[src/rtl/safe_direction_pkg.sv]
// Constants, encodings and timing for the safe direction release monitor.
// Operation
// Release rises only after 500 ms grant.
// Manual mode needs low-high-low restart pulse.
// Mute holds an already active release.
// Bypass forces the release output high.
// Mute works only when mute-use is on.
// Bypass works only when bypass-use is on.
// Time limit ends mute or bypass, 1-7200 s.
// Latched error raises reset-required; operator confirms.
// Error reset resumes release evaluation.
// Controller drives drive-stop high at standstill.
// Right and left movement outputs show direction.
// Restart-required shows release awaiting manual acknowledge.
// No-direction output until direction is known.
// Vibration filter active output; phase errors tolerated.
// Fault flag outputs only when enabled.
// Restart mode selects manual or automatic.
// Allowed direction: 1 right, 2 left.
// Wrong direction tolerated for 4-10000 ms.
// Reset and restart pulses need debounce time.
// Required outputs may flash instead of steady.
// Sensor must supply direction information.
// Wrong direction beyond tolerance clears release.
// Release granted from standstill with unknown direction.
// Sensor delivers phase-shifted channels A and B.
// Accepted error reset clears reset-required.
package safe_direction_pkg;
  // Clock and millisecond base.
  localparam int CLK_PERIOD_NS  = 10;
  localparam int MS_PERIOD_NS   = 1000000;
  localparam int MS_TICK_CYCLES = (MS_PERIOD_NS + CLK_PERIOD_NS - 1) / CLK_PERIOD_NS;
  localparam int MS_PER_S       = 1000;
  // Widths of the millisecond and second counters.
  localparam int MS_W  = 14;
  localparam int SEC_W = 13;
  // Timing figures in milliseconds or seconds.
  localparam logic [MS_W-1:0]  SWITCH_ON_DELAY_MS = 14'h01F4;
  localparam logic [MS_W-1:0]  TOLERANCE_MIN_MS   = 14'h0004;
  localparam logic [MS_W-1:0]  TOLERANCE_MAX_MS   = 14'h2710;
  localparam logic [SEC_W-1:0] TIME_LIMIT_MIN_S   = 13'h0001;
  localparam logic [SEC_W-1:0] TIME_LIMIT_MAX_S   = 13'h1C20;
  localparam logic [MS_W-1:0]  DEBOUNCE_100_MS    = 14'h0064;
  localparam logic [MS_W-1:0]  DEBOUNCE_350_MS    = 14'h015E;
  localparam logic [MS_W-1:0]  FLASH_HALF_MS      = 14'h00FA;
  localparam logic [MS_W-1:0]  MS_PER_S_W         = 14'h03E8;
  // Debounce selection codes.
  localparam logic [1:0] DEB_SEL_CYCLE = 2'h0;
  localparam logic [1:0] DEB_SEL_100   = 2'h1;
  localparam logic [1:0] DEB_SEL_350   = 2'h2;
  // Allowed direction codes.
  localparam logic [1:0] DIR_RIGHT = 2'h1;
  localparam logic [1:0] DIR_LEFT  = 2'h2;
  // Least spacing of encoder edges before a cut-off fault, in cycles.
  localparam int MIN_EDGE_GAP = 4;
  // Release sequence, Gray coded along blocked, delay, pending, released.
  typedef enum logic [1:0] {
    ST_BLOCKED  = 2'h0,
    ST_DELAY    = 2'h1,
    ST_PENDING  = 2'h3,
    ST_RELEASED = 2'h2
  } release_state_e;
endpackage

[src/rtl/safe_direction_monitor.sv]
// Safe direction monitor: direction decode, release sequence, mute, bypass and fault flags.
`timescale 1ns/1ps
`default_nettype none
module safe_direction_monitor
  import safe_direction_pkg::*;
#(
  parameter int MS_CYCLES = MS_TICK_CYCLES
) (
  // Clock and reset.
  input  wire logic             clock,
  input  wire logic             arst_n,
  // Encoder channels.
  input  wire logic             chanA,
  input  wire logic             chanB,
  // Operator and controller inputs.
  input  wire logic             restartIn,
  input  wire logic             muteIn,
  input  wire logic             bypassIn,
  input  wire logic             errorResetIn,
  input  wire logic             driveStopIn,
  // Configuration.
  input  wire logic             manualRestart,
  input  wire logic             useMute,
  input  wire logic             useBypass,
  input  wire logic             useTimeLimit,
  input  wire logic [SEC_W-1:0] timeLimitS,
  input  wire logic [1:0]       allowedDir,
  input  wire logic [MS_W-1:0]  toleranceMs,
  input  wire logic [1:0]       debounceSel,
  input  wire logic             useFlashing,
  input  wire logic             useFaultFlags,
  // Release and status.
  output logic                  releaseOut,
  output logic                  moveRight,
  output logic                  moveLeft,
  output logic                  noDirection,
  output logic                  restartRequired,
  output logic                  resetRequired,
  output logic                  vibFilterActive,
  // Fault flags.
  output logic                  flagNoDirection,
  output logic                  flagError,
  output logic                  flagCutoff,
  output logic                  flagStuck,
  output logic                  flagPhase,
  output logic                  flagDiscrepancy,
  output logic                  flagFreqDiff
);
  // Clamp a value into an inclusive range.
  function automatic logic [MS_W-1:0] clampMs(input logic [MS_W-1:0] v, input logic [MS_W-1:0] lo,
                                              input logic [MS_W-1:0] hi);
    clampMs = (v < lo) ? lo : ((v > hi) ? hi : v);
  endfunction

  // True when a running mute or bypass has used up its time limit.
  function automatic logic limitHit(input logic [SEC_W-1:0] sec, input logic [SEC_W-1:0] limit,
                                    input logic on);
    limitHit = on && (sec >= limit);
  endfunction

  logic [16:0]       msDiv_ff;
  logic              msTick_ff;
  logic [MS_W-1:0]   secMs_ff;
  logic              secTick;
  logic [1:0]        prevAB_ff;
  logic [7:0]        edgeGap_ff;
  logic              step;
  logic              stepRight;
  logic              phaseEvt;
  logic              cutoffEvt;
  logic              dirKnown_ff;
  logic              dirRight_ff;
  logic              errLatched_ff;
  logic              phaseLatched_ff;
  logic              cutoffLatched_ff;
  logic              resetPulse;
  logic              restartPulse;
  logic [MS_W-1:0]   wrongMs_ff;
  logic [MS_W-1:0]   tolMs;
  logic              wrongDir;
  logic              wrongExpired;
  logic              grant;
  logic [MS_W-1:0]   onMs_ff;
  release_state_e    state_ff;
  release_state_e    nxt_state;
  logic [SEC_W-1:0]  limitS;
  logic [SEC_W-1:0]  muteS_ff;
  logic [SEC_W-1:0]  bypassS_ff;
  logic              muteOn;
  logic              bypassOn;
  logic [MS_W-1:0]   flashMs_ff;
  logic              flashPhase_ff;
  logic              showReq;

  // Millisecond and second enables; one clock, no derived clocks.
  always_ff @(posedge clock or negedge arst_n) begin
    if (!arst_n) begin
      msDiv_ff  <= '0;
      msTick_ff <= 1'b0;
      secMs_ff  <= '0;
    end else begin
      msTick_ff <= (msDiv_ff == 17'(MS_CYCLES - 1));
      msDiv_ff  <= (msDiv_ff == 17'(MS_CYCLES - 1)) ? '0 : msDiv_ff + 1'b1;
      if (msTick_ff)
        secMs_ff <= (secMs_ff == MS_PER_S_W - 1'b1) ? '0 : secMs_ff + 1'b1;
    end
  end
  assign secTick = msTick_ff && (secMs_ff == MS_PER_S_W - 1'b1);

  // Quadrature decode: one channel change is a step, both at once is a phase fault.
  assign step      = (prevAB_ff != {chanA, chanB}) && !phaseEvt;
  assign stepRight = prevAB_ff[1] ^ chanB;
  assign phaseEvt  = (prevAB_ff[1] != chanA) && (prevAB_ff[0] != chanB);
  assign cutoffEvt = step && (edgeGap_ff < 8'(MIN_EDGE_GAP));

  // Direction holds its last value at standstill; unknown only until the first step.
  always_ff @(posedge clock or negedge arst_n) begin
    if (!arst_n) begin
      prevAB_ff   <= 2'h0;
      edgeGap_ff  <= 8'hFF;
      dirKnown_ff <= 1'b0;
      dirRight_ff <= 1'b0;
    end else begin
      prevAB_ff <= {chanA, chanB};
      if (step || phaseEvt)
        edgeGap_ff <= 8'h00;
      else if (edgeGap_ff != 8'hFF)
        edgeGap_ff <= edgeGap_ff + 1'b1;
      if (step) begin
        dirKnown_ff <= 1'b1;
        dirRight_ff <= stepRight;
      end
    end
  end

  // Error latch; a new fault in the clearing cycle wins over the operator's reset.
  // Under the vibration filter a phase fault is tolerated, a cut-off fault is not.
  always_ff @(posedge clock or negedge arst_n) begin
    if (!arst_n) begin
      errLatched_ff    <= 1'b0;
      phaseLatched_ff  <= 1'b0;
      cutoffLatched_ff <= 1'b0;
    end else begin
      if (resetPulse && errLatched_ff) begin
        errLatched_ff    <= 1'b0;
        phaseLatched_ff  <= 1'b0;
        cutoffLatched_ff <= 1'b0;
      end
      if ((phaseEvt && !driveStopIn) || cutoffEvt)
        errLatched_ff <= 1'b1;
      if (phaseEvt && !driveStopIn)
        phaseLatched_ff <= 1'b1;
      if (cutoffEvt)
        cutoffLatched_ff <= 1'b1;
    end
  end

  // Debounced operator pulses.
  pulse_debounce u_reset_deb (
    .clock       (clock),
    .arst_n      (arst_n),
    .msTick      (msTick_ff),
    .debounceSel (debounceSel),
    .level       (errorResetIn),
    .pulse_ff    (resetPulse)
  );
  pulse_debounce u_restart_deb (
    .clock       (clock),
    .arst_n      (arst_n),
    .msTick      (msTick_ff),
    .debounceSel (debounceSel),
    .level       (restartIn),
    .pulse_ff    (restartPulse)
  );

  // Wrong-direction tolerance, clamped into its permitted range.
  assign tolMs        = clampMs(toleranceMs, TOLERANCE_MIN_MS, TOLERANCE_MAX_MS);
  assign wrongDir     = dirKnown_ff && (dirRight_ff != (allowedDir != DIR_LEFT));
  assign wrongExpired = wrongDir && (wrongMs_ff >= tolMs);
  assign grant        = !errLatched_ff && !wrongExpired;

  always_ff @(posedge clock or negedge arst_n) begin
    if (!arst_n)
      wrongMs_ff <= '0;
    else if (!wrongDir)
      wrongMs_ff <= '0;
    else if (msTick_ff && wrongMs_ff != TOLERANCE_MAX_MS)
      wrongMs_ff <= wrongMs_ff + 1'b1;
  end

  // Release sequence: switch-on delay, then manual acknowledge or automatic release.
  always_comb begin
    nxt_state = state_ff;
    case (state_ff)
      ST_BLOCKED:  if (grant) nxt_state = ST_DELAY;
      ST_DELAY: begin
        if (!grant)
          nxt_state = ST_BLOCKED;
        else if (onMs_ff >= SWITCH_ON_DELAY_MS)
          nxt_state = manualRestart ? ST_PENDING : ST_RELEASED;
      end
      ST_PENDING: begin
        if (!grant)
          nxt_state = ST_BLOCKED;
        else if (restartPulse)
          nxt_state = ST_RELEASED;
      end
      ST_RELEASED: if (!grant) nxt_state = ST_BLOCKED;
      default:     nxt_state = ST_BLOCKED;
    endcase
  end

  always_ff @(posedge clock or negedge arst_n) begin
    if (!arst_n) begin
      state_ff <= ST_BLOCKED;
      onMs_ff  <= '0;
    end else begin
      state_ff <= nxt_state;
      if (state_ff != ST_DELAY)
        onMs_ff <= '0;
      else if (msTick_ff && onMs_ff != TOLERANCE_MAX_MS)
        onMs_ff <= onMs_ff + 1'b1;
    end
  end

  // Mute and bypass with optional time limit; the timer restarts when the input drops.
  assign limitS   = TIME_LIMIT_MIN_S > timeLimitS ? TIME_LIMIT_MIN_S :
                    (timeLimitS > TIME_LIMIT_MAX_S ? TIME_LIMIT_MAX_S : timeLimitS);
  assign muteOn   = useMute && muteIn && !limitHit(muteS_ff, limitS, useTimeLimit);
  assign bypassOn = useBypass && bypassIn && !limitHit(bypassS_ff, limitS, useTimeLimit);

  always_ff @(posedge clock or negedge arst_n) begin
    if (!arst_n) begin
      muteS_ff   <= '0;
      bypassS_ff <= '0;
    end else begin
      if (!muteIn)
        muteS_ff <= '0;
      else if (secTick && muteS_ff != TIME_LIMIT_MAX_S)
        muteS_ff <= muteS_ff + 1'b1;
      if (!bypassIn)
        bypassS_ff <= '0;
      else if (secTick && bypassS_ff != TIME_LIMIT_MAX_S)
        bypassS_ff <= bypassS_ff + 1'b1;
    end
  end

  // Flash divider for the two required outputs.
  always_ff @(posedge clock or negedge arst_n) begin
    if (!arst_n) begin
      flashMs_ff    <= '0;
      flashPhase_ff <= 1'b1;
    end else if (msTick_ff) begin
      flashMs_ff <= (flashMs_ff == FLASH_HALF_MS - 1'b1) ? '0 : flashMs_ff + 1'b1;
      if (flashMs_ff == FLASH_HALF_MS - 1'b1)
        flashPhase_ff <= !flashPhase_ff;
    end
  end
  assign showReq = !useFlashing || flashPhase_ff;

  // Registered outputs. Mute only holds a release that is already high.
  always_ff @(posedge clock or negedge arst_n) begin
    if (!arst_n) begin
      releaseOut      <= 1'b0;
      moveRight       <= 1'b0;
      moveLeft        <= 1'b0;
      noDirection     <= 1'b1;
      restartRequired <= 1'b0;
      resetRequired   <= 1'b0;
      vibFilterActive <= 1'b0;
    end else begin
      releaseOut      <= (state_ff == ST_RELEASED) || bypassOn || (muteOn && releaseOut);
      moveRight       <= dirKnown_ff && dirRight_ff;
      moveLeft        <= dirKnown_ff && !dirRight_ff;
      noDirection     <= !dirKnown_ff;
      restartRequired <= (state_ff == ST_PENDING) && showReq;
      resetRequired   <= errLatched_ff && showReq;
      vibFilterActive <= driveStopIn;
    end
  end

  // Fault flags; stuck, discrepancy and frequency difference need a second sensor and stay low.
  always_ff @(posedge clock or negedge arst_n) begin
    if (!arst_n) begin
      flagNoDirection <= 1'b0;
      flagError       <= 1'b0;
      flagCutoff      <= 1'b0;
      flagStuck       <= 1'b0;
      flagPhase       <= 1'b0;
      flagDiscrepancy <= 1'b0;
      flagFreqDiff    <= 1'b0;
    end else begin
      flagNoDirection <= useFaultFlags && !dirKnown_ff;
      flagError       <= useFaultFlags && errLatched_ff;
      flagCutoff      <= useFaultFlags && cutoffLatched_ff;
      flagStuck       <= 1'b0;
      flagPhase       <= useFaultFlags && phaseLatched_ff;
      flagDiscrepancy <= 1'b0;
      flagFreqDiff    <= 1'b0;
    end
  end
endmodule
`default_nettype wire

[src/rtl/pulse_debounce.sv]
// Debounced low-high-low pulse detector for the reset and restart inputs.
`timescale 1ns/1ps
`default_nettype none
module pulse_debounce
  import safe_direction_pkg::*;
(
  // Clock and reset.
  input  wire logic       clock,
  input  wire logic       arst_n,
  // Timing.
  input  wire logic       msTick,
  input  wire logic [1:0] debounceSel,
  // Operator input and accepted pulse.
  input  wire logic       level,
  output logic            pulse_ff
);
  logic            prev_ff;
  logic [MS_W-1:0] highMs_ff;
  logic [MS_W-1:0] needMs;

  // A code of 3 is treated as the default 100 ms.
  always_comb begin
    case (debounceSel)
      DEB_SEL_CYCLE: needMs = '0;
      DEB_SEL_350:   needMs = DEBOUNCE_350_MS;
      default:       needMs = DEBOUNCE_100_MS;
    endcase
  end

  // Count whole milliseconds of the high phase, saturating well above 350.
  always_ff @(posedge clock or negedge arst_n) begin
    if (!arst_n) begin
      prev_ff   <= 1'b0;
      highMs_ff <= '0;
    end else begin
      prev_ff <= level;
      if (!level)
        highMs_ff <= '0;
      else if (msTick && highMs_ff != TOLERANCE_MAX_MS)
        highMs_ff <= highMs_ff + 1'b1;
    end
  end

  // The pulse counts at its falling edge; a tick count above the need rounds up the least time.
  always_ff @(posedge clock or negedge arst_n) begin
    if (!arst_n)
      pulse_ff <= 1'b0;
    else
      pulse_ff <= prev_ff && !level && (debounceSel == DEB_SEL_CYCLE || highMs_ff > needMs);
  end
endmodule
`default_nettype wire

[config.mk]
export PLATFORM = sky130hd
export DESIGN_NAME = safe_direction_monitor
export DESIGN_NICKNAME = d
export VERILOG_FILES = /design/src/rtl/safe_direction_pkg.sv /design/src/rtl/safe_direction_monitor.sv /design/src/rtl/pulse_debounce.sv
export SDC_FILE = /design/constraint.sdc
export NUM_CORES = 1
export LEC_CHECK = 0
export BUFFER_PORTS_ARGS = -buffer_cell sky130_fd_sc_hd__buf_2
export CAP_MARGIN = 25
export CORE_ASPECT_RATIO = 1.5
export CORE_UTILIZATION = 32
export CTS_CLUSTER_DIAMETER = 40
export CTS_CLUSTER_SIZE = 8
export DETAILED_ROUTE_END_ITERATION = 8
export SLEW_MARGIN = 30
export SYNTH_ARGS = -nofsm -noshare
export SYNTH_HDL_FRONTEND = slang
export SYNTH_SLANG_ARGS = --single-unit
[constraint.sdc]
create_clock -name clock -period 2.7 [get_ports clock]
set_input_delay 0.27 -clock clock [delete_from_list [all_inputs] [get_ports clock]]
set_output_delay 0.27 -clock clock [all_outputs]
set_load 0.03 [all_outputs]
# Word level (Yosys, flattened, before mapping)
# Index checks and enable logic that the tools add are counted.
# word_totals
latchBits,0
ramBits,0
romBits,0
n_memories,0
output_inout_bits,14
reg_bits,161
inputBits,46
word_cells,181
# classes
bitwise_logic,1
reduce_logical,62
magnitude_cmp,11
div_mod_pow,0
n_mux,34
n_shift,0
n_addsub,10
multipliers,0
n_eq_ne,29
# op_table
op,count
14-bit two-way mux,12
"14-bit by 1-bit adder with 14-bit output, second input constant",6
13-bit two-way mux,6
"14-bit != test, second input constant",4
1-bit logical AND,34
14-bit greater-than comparator,2
"13-bit by 1-bit adder with 13-bit output, second input constant",2
13-bit >= comparator,2
"13-bit != test, second input constant",2
9-bit one-hot mux with 2 select lines,1
"17-bit by 1-bit adder with 17-bit output, second input constant",1
"17-bit equality test, second input constant",1
17-bit two-way mux,1
8-bit two-way mux,2
"14-bit by 10-bit equality test with 1-bit output, second input constant",1
"14-bit by 8-bit equality test with 1-bit output, second input constant",1
14-bit >= comparator,1
"14-bit by 9-bit >= comparator with 1-bit output, second input constant",1
"14-bit greater-than comparator, second input constant",1
"14-bit by 3-bit < comparator with 1-bit output, second input constant",1
"1-bit by 13-bit greater-than comparator with 1-bit output, first input constant",1
"13-bit greater-than comparator, second input constant",1
1-bit zero test,12
2-bit two-way mux,6
19 further kinds,45

# Logic depth before layout (Yosys ltp)
# Gate-level depths: netlist of the first run.
# depth
ltp_word,9
ltp_mapped,11

# Cells and area by module
# From an unflattened synthesis of the first run, not the netlist that was laid out.
# unflattened
hier_cells,976
hier_area_um2,9401.5
# modules_own_cells
mod,area_per_inst_um2,n_inst,seq_area_each_um2,cells_per_inst
safe_direction_monitor,7414.6,1,3240.6,775
pulse_debounce (u_restart_deb),996.0,1,400.4,100
pulse_debounce (u_reset_deb),991.0,1,400.4,101

# Worst setup path before layout of the first run
# OpenSTA, ideal clock, no wires.
# synth_timing
kind,in2reg
startpoint,in toleranceMs[3]
endpoint,reg state_ff[0]
path_stages,10
arrival_ns,2.498
setup_slack_ns,0.077
path_buffers,0
t_required_ns,2.575
cell_sequence,o41ai_1 -> a21oi_1 -> o31ai_1 -> nand2_1 -> ha_1 -> a21oi_1 -> o21ai_0 -> a2111oi_0 -> a21oi_1 -> a2111oi_0
# synth_via
elab_chain_cells,9
word_cells_on_any_way,16
classes_between,3 x order compare; 4 x eq/ne; 5 x mux; 4 x reduce/logical
# synth_rtl
item,line_no,source
start: declaration,safe_direction_monitor.sv:28,"input wire logic [MS_W-1:0] toleranceMs,"
14-bit greater-than comparator,safe_direction_monitor.sv:52,clampMs = (v < lo) ? lo : ((v > hi) ? hi : v);
14-bit two-way mux,safe_direction_monitor.sv:52,
14-bit two-way mux *,safe_direction_monitor.sv:52,
14-bit >= comparator *,safe_direction_monitor.sv:179,assign wrongExpired = wrongDir && (wrongMs_ff >= tolMs);
1-bit logical AND *,safe_direction_monitor.sv:179,
1-bit zero test *,safe_direction_monitor.sv:180,assign grant = !errLatched_ff && !wrongExpired;
1-bit logical AND *,safe_direction_monitor.sv:180,
3-bit by 2-bit != test with 1-bit output (no line) (tied with other cells),n/a,
4-bit AND reduction (no line) or 2-bit one-hot mux with 4 select lines (tied branches),n/a,
end signal: assignment,safe_direction_monitor.sv:218,state_ff <= nxt_state;
end: declaration,safe_direction_monitor.sv:84,release_state_e state_ff;
# Every way passes the cells marked *; elsewhere a longest branch is shown, timed or not.
# A chain may end at the register's enable or synchronous reset.

# Worst setup path in the final report of the first run
# Same ends and word-level chain as after synthesis.

==> results of run 1 <==
flip-flops by register name (all words and copies together) (netlist names), 2 cells and up:
| register | cells |
|---|---|
| onMs_ff | 14 |
| u_restart_deb.highMs_ff | 14 |
| wrongMs_ff | 14 |
| u_reset_deb.highMs_ff | 14 |
| secMs_ff | 14 |
| flashMs_ff | 14 |
| bypassS_ff | 13 |
| prevAB_ff | 2 |
| edgeGap_ff | 8 |
| state_ff | 2 |
| muteS_ff | 13 |
| msDiv_ff | 17 |
final timing paths:
path	cells after the start	from	endpoint	slack, ps
min in group asynchronous	2	arst_n	wrongMs_ff[8]$_DFFE_PN0P_	290
setup / recovery	12	toleranceMs[3]	state_ff[0]$_DFFE_PN0P_	220
max in group asynchronous	3	arst_n	flashPhase_ff$_DFFE_PN1P_	1620
hold / removal	2	useFaultFlags	flagCutoff$_DFF_PN0_	100
setup reg to reg	5	secMs_ff[10]$_DFFE_PN0P_	muteS_ff[9]$_DFFE_PN0P_	230
hold reg to reg	1	dirRight_ff$_DFFE_PN0P_	moveLeft$_DFF_PN0_	450
per-layer routing:
metal	wire, um	part of all wire, %	GRT usage, %	vias up
met2	10380	53	25.66	93
met3	387	2.0	1.972	24
met4	319	1.6	4.894	0
li1	-	-	-	3614
met5	0	0	0	-
met1	8409	43	15.70	3497
layout by cell type, fill, tap and decap left out, types with 32 or more instances in the layout:
cell type	Yosys	routed
ha_1	73	73
xnor2_1	57	57
nand4_1	40	40
o21ai_0	32	32
and2_1	44	44
buf_2	2	55
inv_1	39	39
nor2_1	78	78
nand2_1	82	82
xor2_1	38	38
dfrtp_1	151	151
nand3_1	53	53
cells by family after synthesis:
| group | count (synthesis) |
|---|---|
| AND/OR/NAND/NOR | 442 |
| flip-flops | 161 |
| AO/OA/AOI/OAI | 123 |
| XOR/XNOR | 95 |
| adder cells (fa/ha/maj) | 73 |
| buffers and inverters | 61 |
| multiplexers | 12 |
| other | 1 |
what timing repair did:
item,CTS,global route
resized for setup,0,3
hold endpoints to repair,34,0
setup endpoints to repair,0,1
hold buffers,4,0
power breakdown:
group / switching (mW) / internal (mW) / total [mW]
registers: 0.0177 / 2.45 / 2.47
clock network: 1.02 / 1.41 / 2.43
logic: 0.266 / 0.143 / 0.408
total: 1.30 / 4.00 / 5.30
per-stage QoR:
step / area (um^2) / hold WS (ps)
after floorplan: 9346 / -25.59
after global routing: 10880 / 95.74
after global placement: 10230 / 183.8
after CTS: 10870 / 80.48
final: 10880 / 98.05
after detailed placement: 10230 / 185.1
layout make-up:
type,instances,area [um^2]
Tap cell,390,488.0
Clock inverter,13,153.9
Multi-Input combinational cell,748,5077
Fill cell,2916,17830
Timing Repair Buffer,86,534.3
Clock buffer,19,442.9
Sequential cell,161,4041
Inverter,39,146.4
==> qor.yml, run 1 <==
finalHoldViolations: 0
min_period_over_period_pct: 91.89
worstSkewPairLatency_ps: 430
cp.arrival_ps: 2770
pre_cts_slack_ps: -289.0
max_clock_freq_mhz: 403.1
status: "finished, final reports clean"
setup_viol: 0
cts_sinks: 161
die_x_um: 141.5
synth_area_leaders: "dfrtp_1 40%, ha_1 9.8%, xnor2_1 5.3%, xor2_1 3.6%, nand2_1 3.3%"
max_cap_violations: 0
cp_data_required_time_ps: 2990
cp_max_fo: 4
place_congestion: 0.8231
maxSlewHeadroom_pct: 54.23
yosysSeqAreaShare_pct: 43.27
start_util_pct: 32.52
setup_tns_ps: 0
core.rowCount: 76
slew_violations: 0
synth_most_common_cell: "dfrtp_1"
vias: 7228
synth_fa_ha_area_share_pct: 9.780
slowest_delay_ps: 410
viasPerCell: 4.964
fin_crit_ps: 2481
synth_compound_area_share_pct: 8.682
ant_nets: 0
port_buffers: 56
grt_pass1_wl_um: 33200
total_power_mw: 5.303
yosysTopAreaCellShare_pct: 40.46
fin_skew_ps: 9.954
vdd_drop_max_mv: 0.3827
ys_types: 55
critPathCaptureType: "register"
drive_gt1_share_pct: 12.66
cts_setup_buffers: 0
synthXorXnorAreaFrac_pct: 8.909
grt_util_all_layers_pct: 13.72
dp_hpwl_um: 14440
path_delay_family: "compound AO/OA/AOI/OAI gates"
synth_area_mm2: 0.009339
synthMuxAreaShare_pct: 1.286
finalNetCount: 1172
setup_ws_ps: 219.1
synth_edf_count: 0
cts_tree: "yes"
numCtsBuffers: 17
post_drt_wl_per_cell_um: 13.39
drt-initial-drc-count: 355
postSynthAreaPerCell_um2: 9.648
drc: 0
critPathSlowestCell: "a2111oi_1"
clkTransAtPathRegs_ps: 60
netlist_top_cells_count: "151 x dfrtp_1, 82 x nand2_1, 78 x nor2_1"
drt_wl_total_um: 19500
syn2layout_area_growth_pct: 16.55
rsz0062_at_grt: "false"
overflow: 0
crit_path_cell_trace: "buf_2 > o41ai_1 > a21oi_1 > o31ai_1 > buf_4 > nand2_1 > ha_1 > a21oi_1 > o21ai_0 > a2111oi_2 > a21oi_1 > a2111oi_1"
pin_count: 60
synth_seq_cells: 161
antenna_found_initial: 0
synth_top_family_by_area: "simple AND/OR/NAND/NOR gates"
final_cell_count_no_fill: 1456
ys_warn_count: 0
crit_path_frequent_cell: "a21oi_1"
crit_type: "input port to register"
place_inst: 1420
core_mm2: 0.02872
diodes: 0
dieArea_mm2: 0.02989
drtPass1Iterations: 5
die_h_um: 211.2
start_kind: "input port"
synth_top_cell_by_area: "dfrtp_1"
power.density_mw_per_mm2: 487.2
leakagePower_nw: 4.939
grt_max_degree: 65
worstMarginPinSlew_ps: 677.0
ys.flop_type: "dfrtp_1"
crit_buf_inv: 2
syn_inst: 968
htreeDepth: 4
final_util_pct: 37.90
synthArstFlopShare_pct: 100.0
grt_pass1_vias: 7098
clockRootBuffer: "clkbuf_16"
cts_buffer_depth: 2
synth-simple-area-share_pct: 25.43
hp-class: "input port to register"
Note: power is estimated with default switching activity, not from simulation.
==> run 2, diff against run 1 <==
- ABC_AREA: default -> 1
- CORE_UTILIZATION: 32 -> 60
- PLACE_DENSITY: default -> 0.79
==> qor.yml, run 2 <==
crit_type: "input port to register"
cts_setup_buffers: 0  # unchanged
yosysTopAreaCellShare_pct: 36.61  # -3.9 points
vdd_drop_max_mv: 0.4669  # +22%
clockRootBuffer: "clkbuf_16"
core.rowCount: 58  # -24%
hold_buffers: 4  # unchanged
synthXorXnorAreaFrac_pct: 4.582  # -4.3 points
drtPass1Iterations: 5  # unchanged
fillers: 1345  # -54%
grt_max_degree: 75  # +15%
die_x_um: 109.1  # -23%
fin_crit_ps: 2365  # -115.5 ps
synth_area_leaders: "dfrtp_1 37%, nand2_1 8.9%, ha_1 8.8%, inv_1 6.3%, nand3_1 4.8%"
pre_cts_slack_ps: -104.8  # +184.3 ps
max_clock_freq_mhz: 422.8  # +4.9%
max_cap_violations: 0  # unchanged
yosysSeqAreaShare_pct: 39.16  # -4.1 points
cp_data_required_time_ps: 3070  # +80 ps
port_buffers: 56  # unchanged
hold_slack_ps: 80.13  # -17.92 ps
ys.flop_type: "dfrtp_1"
synth_top_family_by_area: "simple AND/OR/NAND/NOR gates"
synth_fa_ha_area_share_pct: 8.850  # -0.93 points
ys_warn_count: 0  # unchanged
synthArstFlopShare_pct: 100.0  # unchanged
core_mm2: 0.01676  # -42%
leakagePower_nw: 5.336  # +8.0%
postSynthAreaPerCell_um2: 7.731  # -20%
synth_edf_count: 0  # unchanged
drive_gt1_share_pct: 10.23  # -2.4 points
finalNetCount: 1524  # +30%
htreeDepth: 4  # unchanged
final_cell_mix: "244 x nand2_1, 174 x inv_1, 151 x dfrtp_1"
dieArea_mm2: 0.01774  # -41%
place_congestion: 0.9600  # +17%
overflow: 0  # unchanged
clkTransAtPathRegs_ps: 60  # about the same
dp_hpwl_um: 17120  # +19%
synth_area_mm2: 0.01032  # +11%
ant_nets: 0  # unchanged
total_power_mw: 5.568  # +5.0%
seq_area_mm2: 0.004041  # unchanged
cp.arrival_ps: 2730  # -40 ps
critPathCaptureType: "register"
synth_most_common_cell: "nand2_1"
regMostFlops: "msDiv_ff"
synth_top_cell_by_area: "dfrtp_1"
slew_violations: 0  # unchanged
synth-simple-area-share_pct: 29.42  # +4.0 points
final_cell_area_mm2: 0.01147  # +5.4%
hp-class: "input port to register"
ys_types: 51  # -7.3%
largest_reg_flops: 17  # unchanged
cts_buffer_depth: 2  # unchanged
finalHoldViolations: 0  # unchanged
fin_skew_ps: 11.10  # +1.143 ps
multi_input_area_mm2: 0.005469  # +7.7%
setup_tns_ps: 0  # unchanged
setup_ws_ps: 334.6  # +115.5 ps
maxSlewHeadroom_pct: 38.28  # -16 points
synth_compound_area_share_pct: 10.03  # +1.3 points
syn2layout_area_growth_pct: 11.15
vias: 9202  # +27%
die_h_um: 162.6  # -23%
cp_max_fo: 5  # +1
grt_pass1_wl_um: 39790  # +20%
start_kind: "input port"
status: "finished, final reports clean"
grt_pass1_vias: 9126  # +29%
cts_tree: "yes"
drt-initial-drc-count: 580  # +63%
viasPerCell: 5.649  # +14%
pin_count: 60  # unchanged
final_util_pct: 68.44  # +31 points
worstMarginPinSlew_ps: 925.7  # +248.7 ps
post_drt_wl_per_cell_um: 14.16  # +5.8%
netlist_top_cells_count: "244 x nand2_1, 174 x inv_1, 151 x dfrtp_1"
synthMuxAreaShare_pct: 0  # -1.3 points
placed_area_mm2: 0.01085  # +6.0%
rsz0062_at_grt: "false"
place_inst: 1592  # +12%
syn_inst: 1335  # +38%
cts-resized-gates: 0  # unchanged
drc: 0  # unchanged
worstSkewPairLatency_ps: 430  # about the same
min_period_over_period_pct: 87.61  # -4.3 points
grt_util_all_layers_pct: 28.00  # +14 points
power.density_mw_per_mm2: 485.3  # -0.39%
final_cell_count_no_fill: 1629  # +12%
antenna_found_initial: 1  # +1
synth_seq_cells: 161  # unchanged
start_util_pct: 61.57  # +29 points
final_common_cell: "nand2_1"
drt_wl_total_um: 23070  # +18%
numCtsBuffers: 17  # unchanged
cts_sinks: 161  # unchanged
setup_viol: 0  # unchanged
[run 2: cell count changes in the layout (fill, tap and decap cells not counted), sizes merged, moves of 18 or more]
cell and delta:
nand2 +164, inv +146, o21ai +61, nor2 +53, xnor2 -48, nand3 +46
and2 -43, a21oi +41, nand2b -24, nor3 +23, nor4 +21, and3 -18
nand4 +18
[run 2: cell type report]
class                      instances  share of cell area [%]
antenna                            1                 0.02181
inverter                         188                   6.162
tap                              210                   2.290
sequential                       161                   35.23
multi-input combinational        968                   47.67
clock inverter                    14                   1.341
timing repair buffer              69                   3.545
clock buffer                      18                   3.741
[run 2: metal layers]
metal	vias to the layer above	global-route usage [%]	part of all wire (%)
met2	182	49.34	52
met4	0	13.14	2.8
met5	-	0	0
met3	60	4.642	3.0
li1	4631	-	-
met1	4329	32.56	42
[run 2: path summary, 6_finish.rpt]
check / start / endpoint / slack, ps / cells past startpoint
worst max register to register: secMs_ff[10]$_DFFE_PN0P_ / bypassS_ff[4]$_DFFE_PN0P_ / 490 / 8
min in group asynchronous: arst_n / flagError$_DFF_PN0_ / 350 / 2
worst min-delay path: useFlashing / resetRequired$_DFF_PN0_ / 80 / 2
worst min register to register: dirKnown_ff$_DFFE_PN0P_ / flagNoDirection$_DFF_PN0_ / 460 / 1
worst max-delay path: toleranceMs[12] / state_ff[1]$_DFFE_PN0P_ / 330 / 18
max in group asynchronous: arst_n / noDirection$_DFF_PN1_ / 1570 / 3
[run 2: kinds of logic after synthesis]
group	count (synthesis)
other	1
adders and majority gates	73
xor gates and xnor gates	54
DFF	161
AOI/OAI and AO/OA	188
buffers and inverters	208
and+or+nand+nor	650
[run 2: worst max-delay path: stages]
cell and delay (ps):
buf_2 120, nor4_2 380, nand3_1 120, o211ai_1 180, nand2_1 110, buf_4 160
nand3_1 70, ha_1 240, nand2_1 70, inv_1 30, o21ai_0 170, nand2_1 80
nand2_1 60, nand2_1 70, nand2_1 150, nand2_1 100, or2_2 290, nand2_1 70
[run 2: power by group]
group / internal (mW) / leakage (nW) / total (mW) / switching (mW)
Sequential: 2.48 / 2.15 / 2.53 / 0.0490
Combinational: 0.189 / 2.90 / 0.614 / 0.425
Clock: 1.38 / 0.284 / 2.42 / 1.04
Total: 4.05 / 5.34 / 5.57 / 1.52
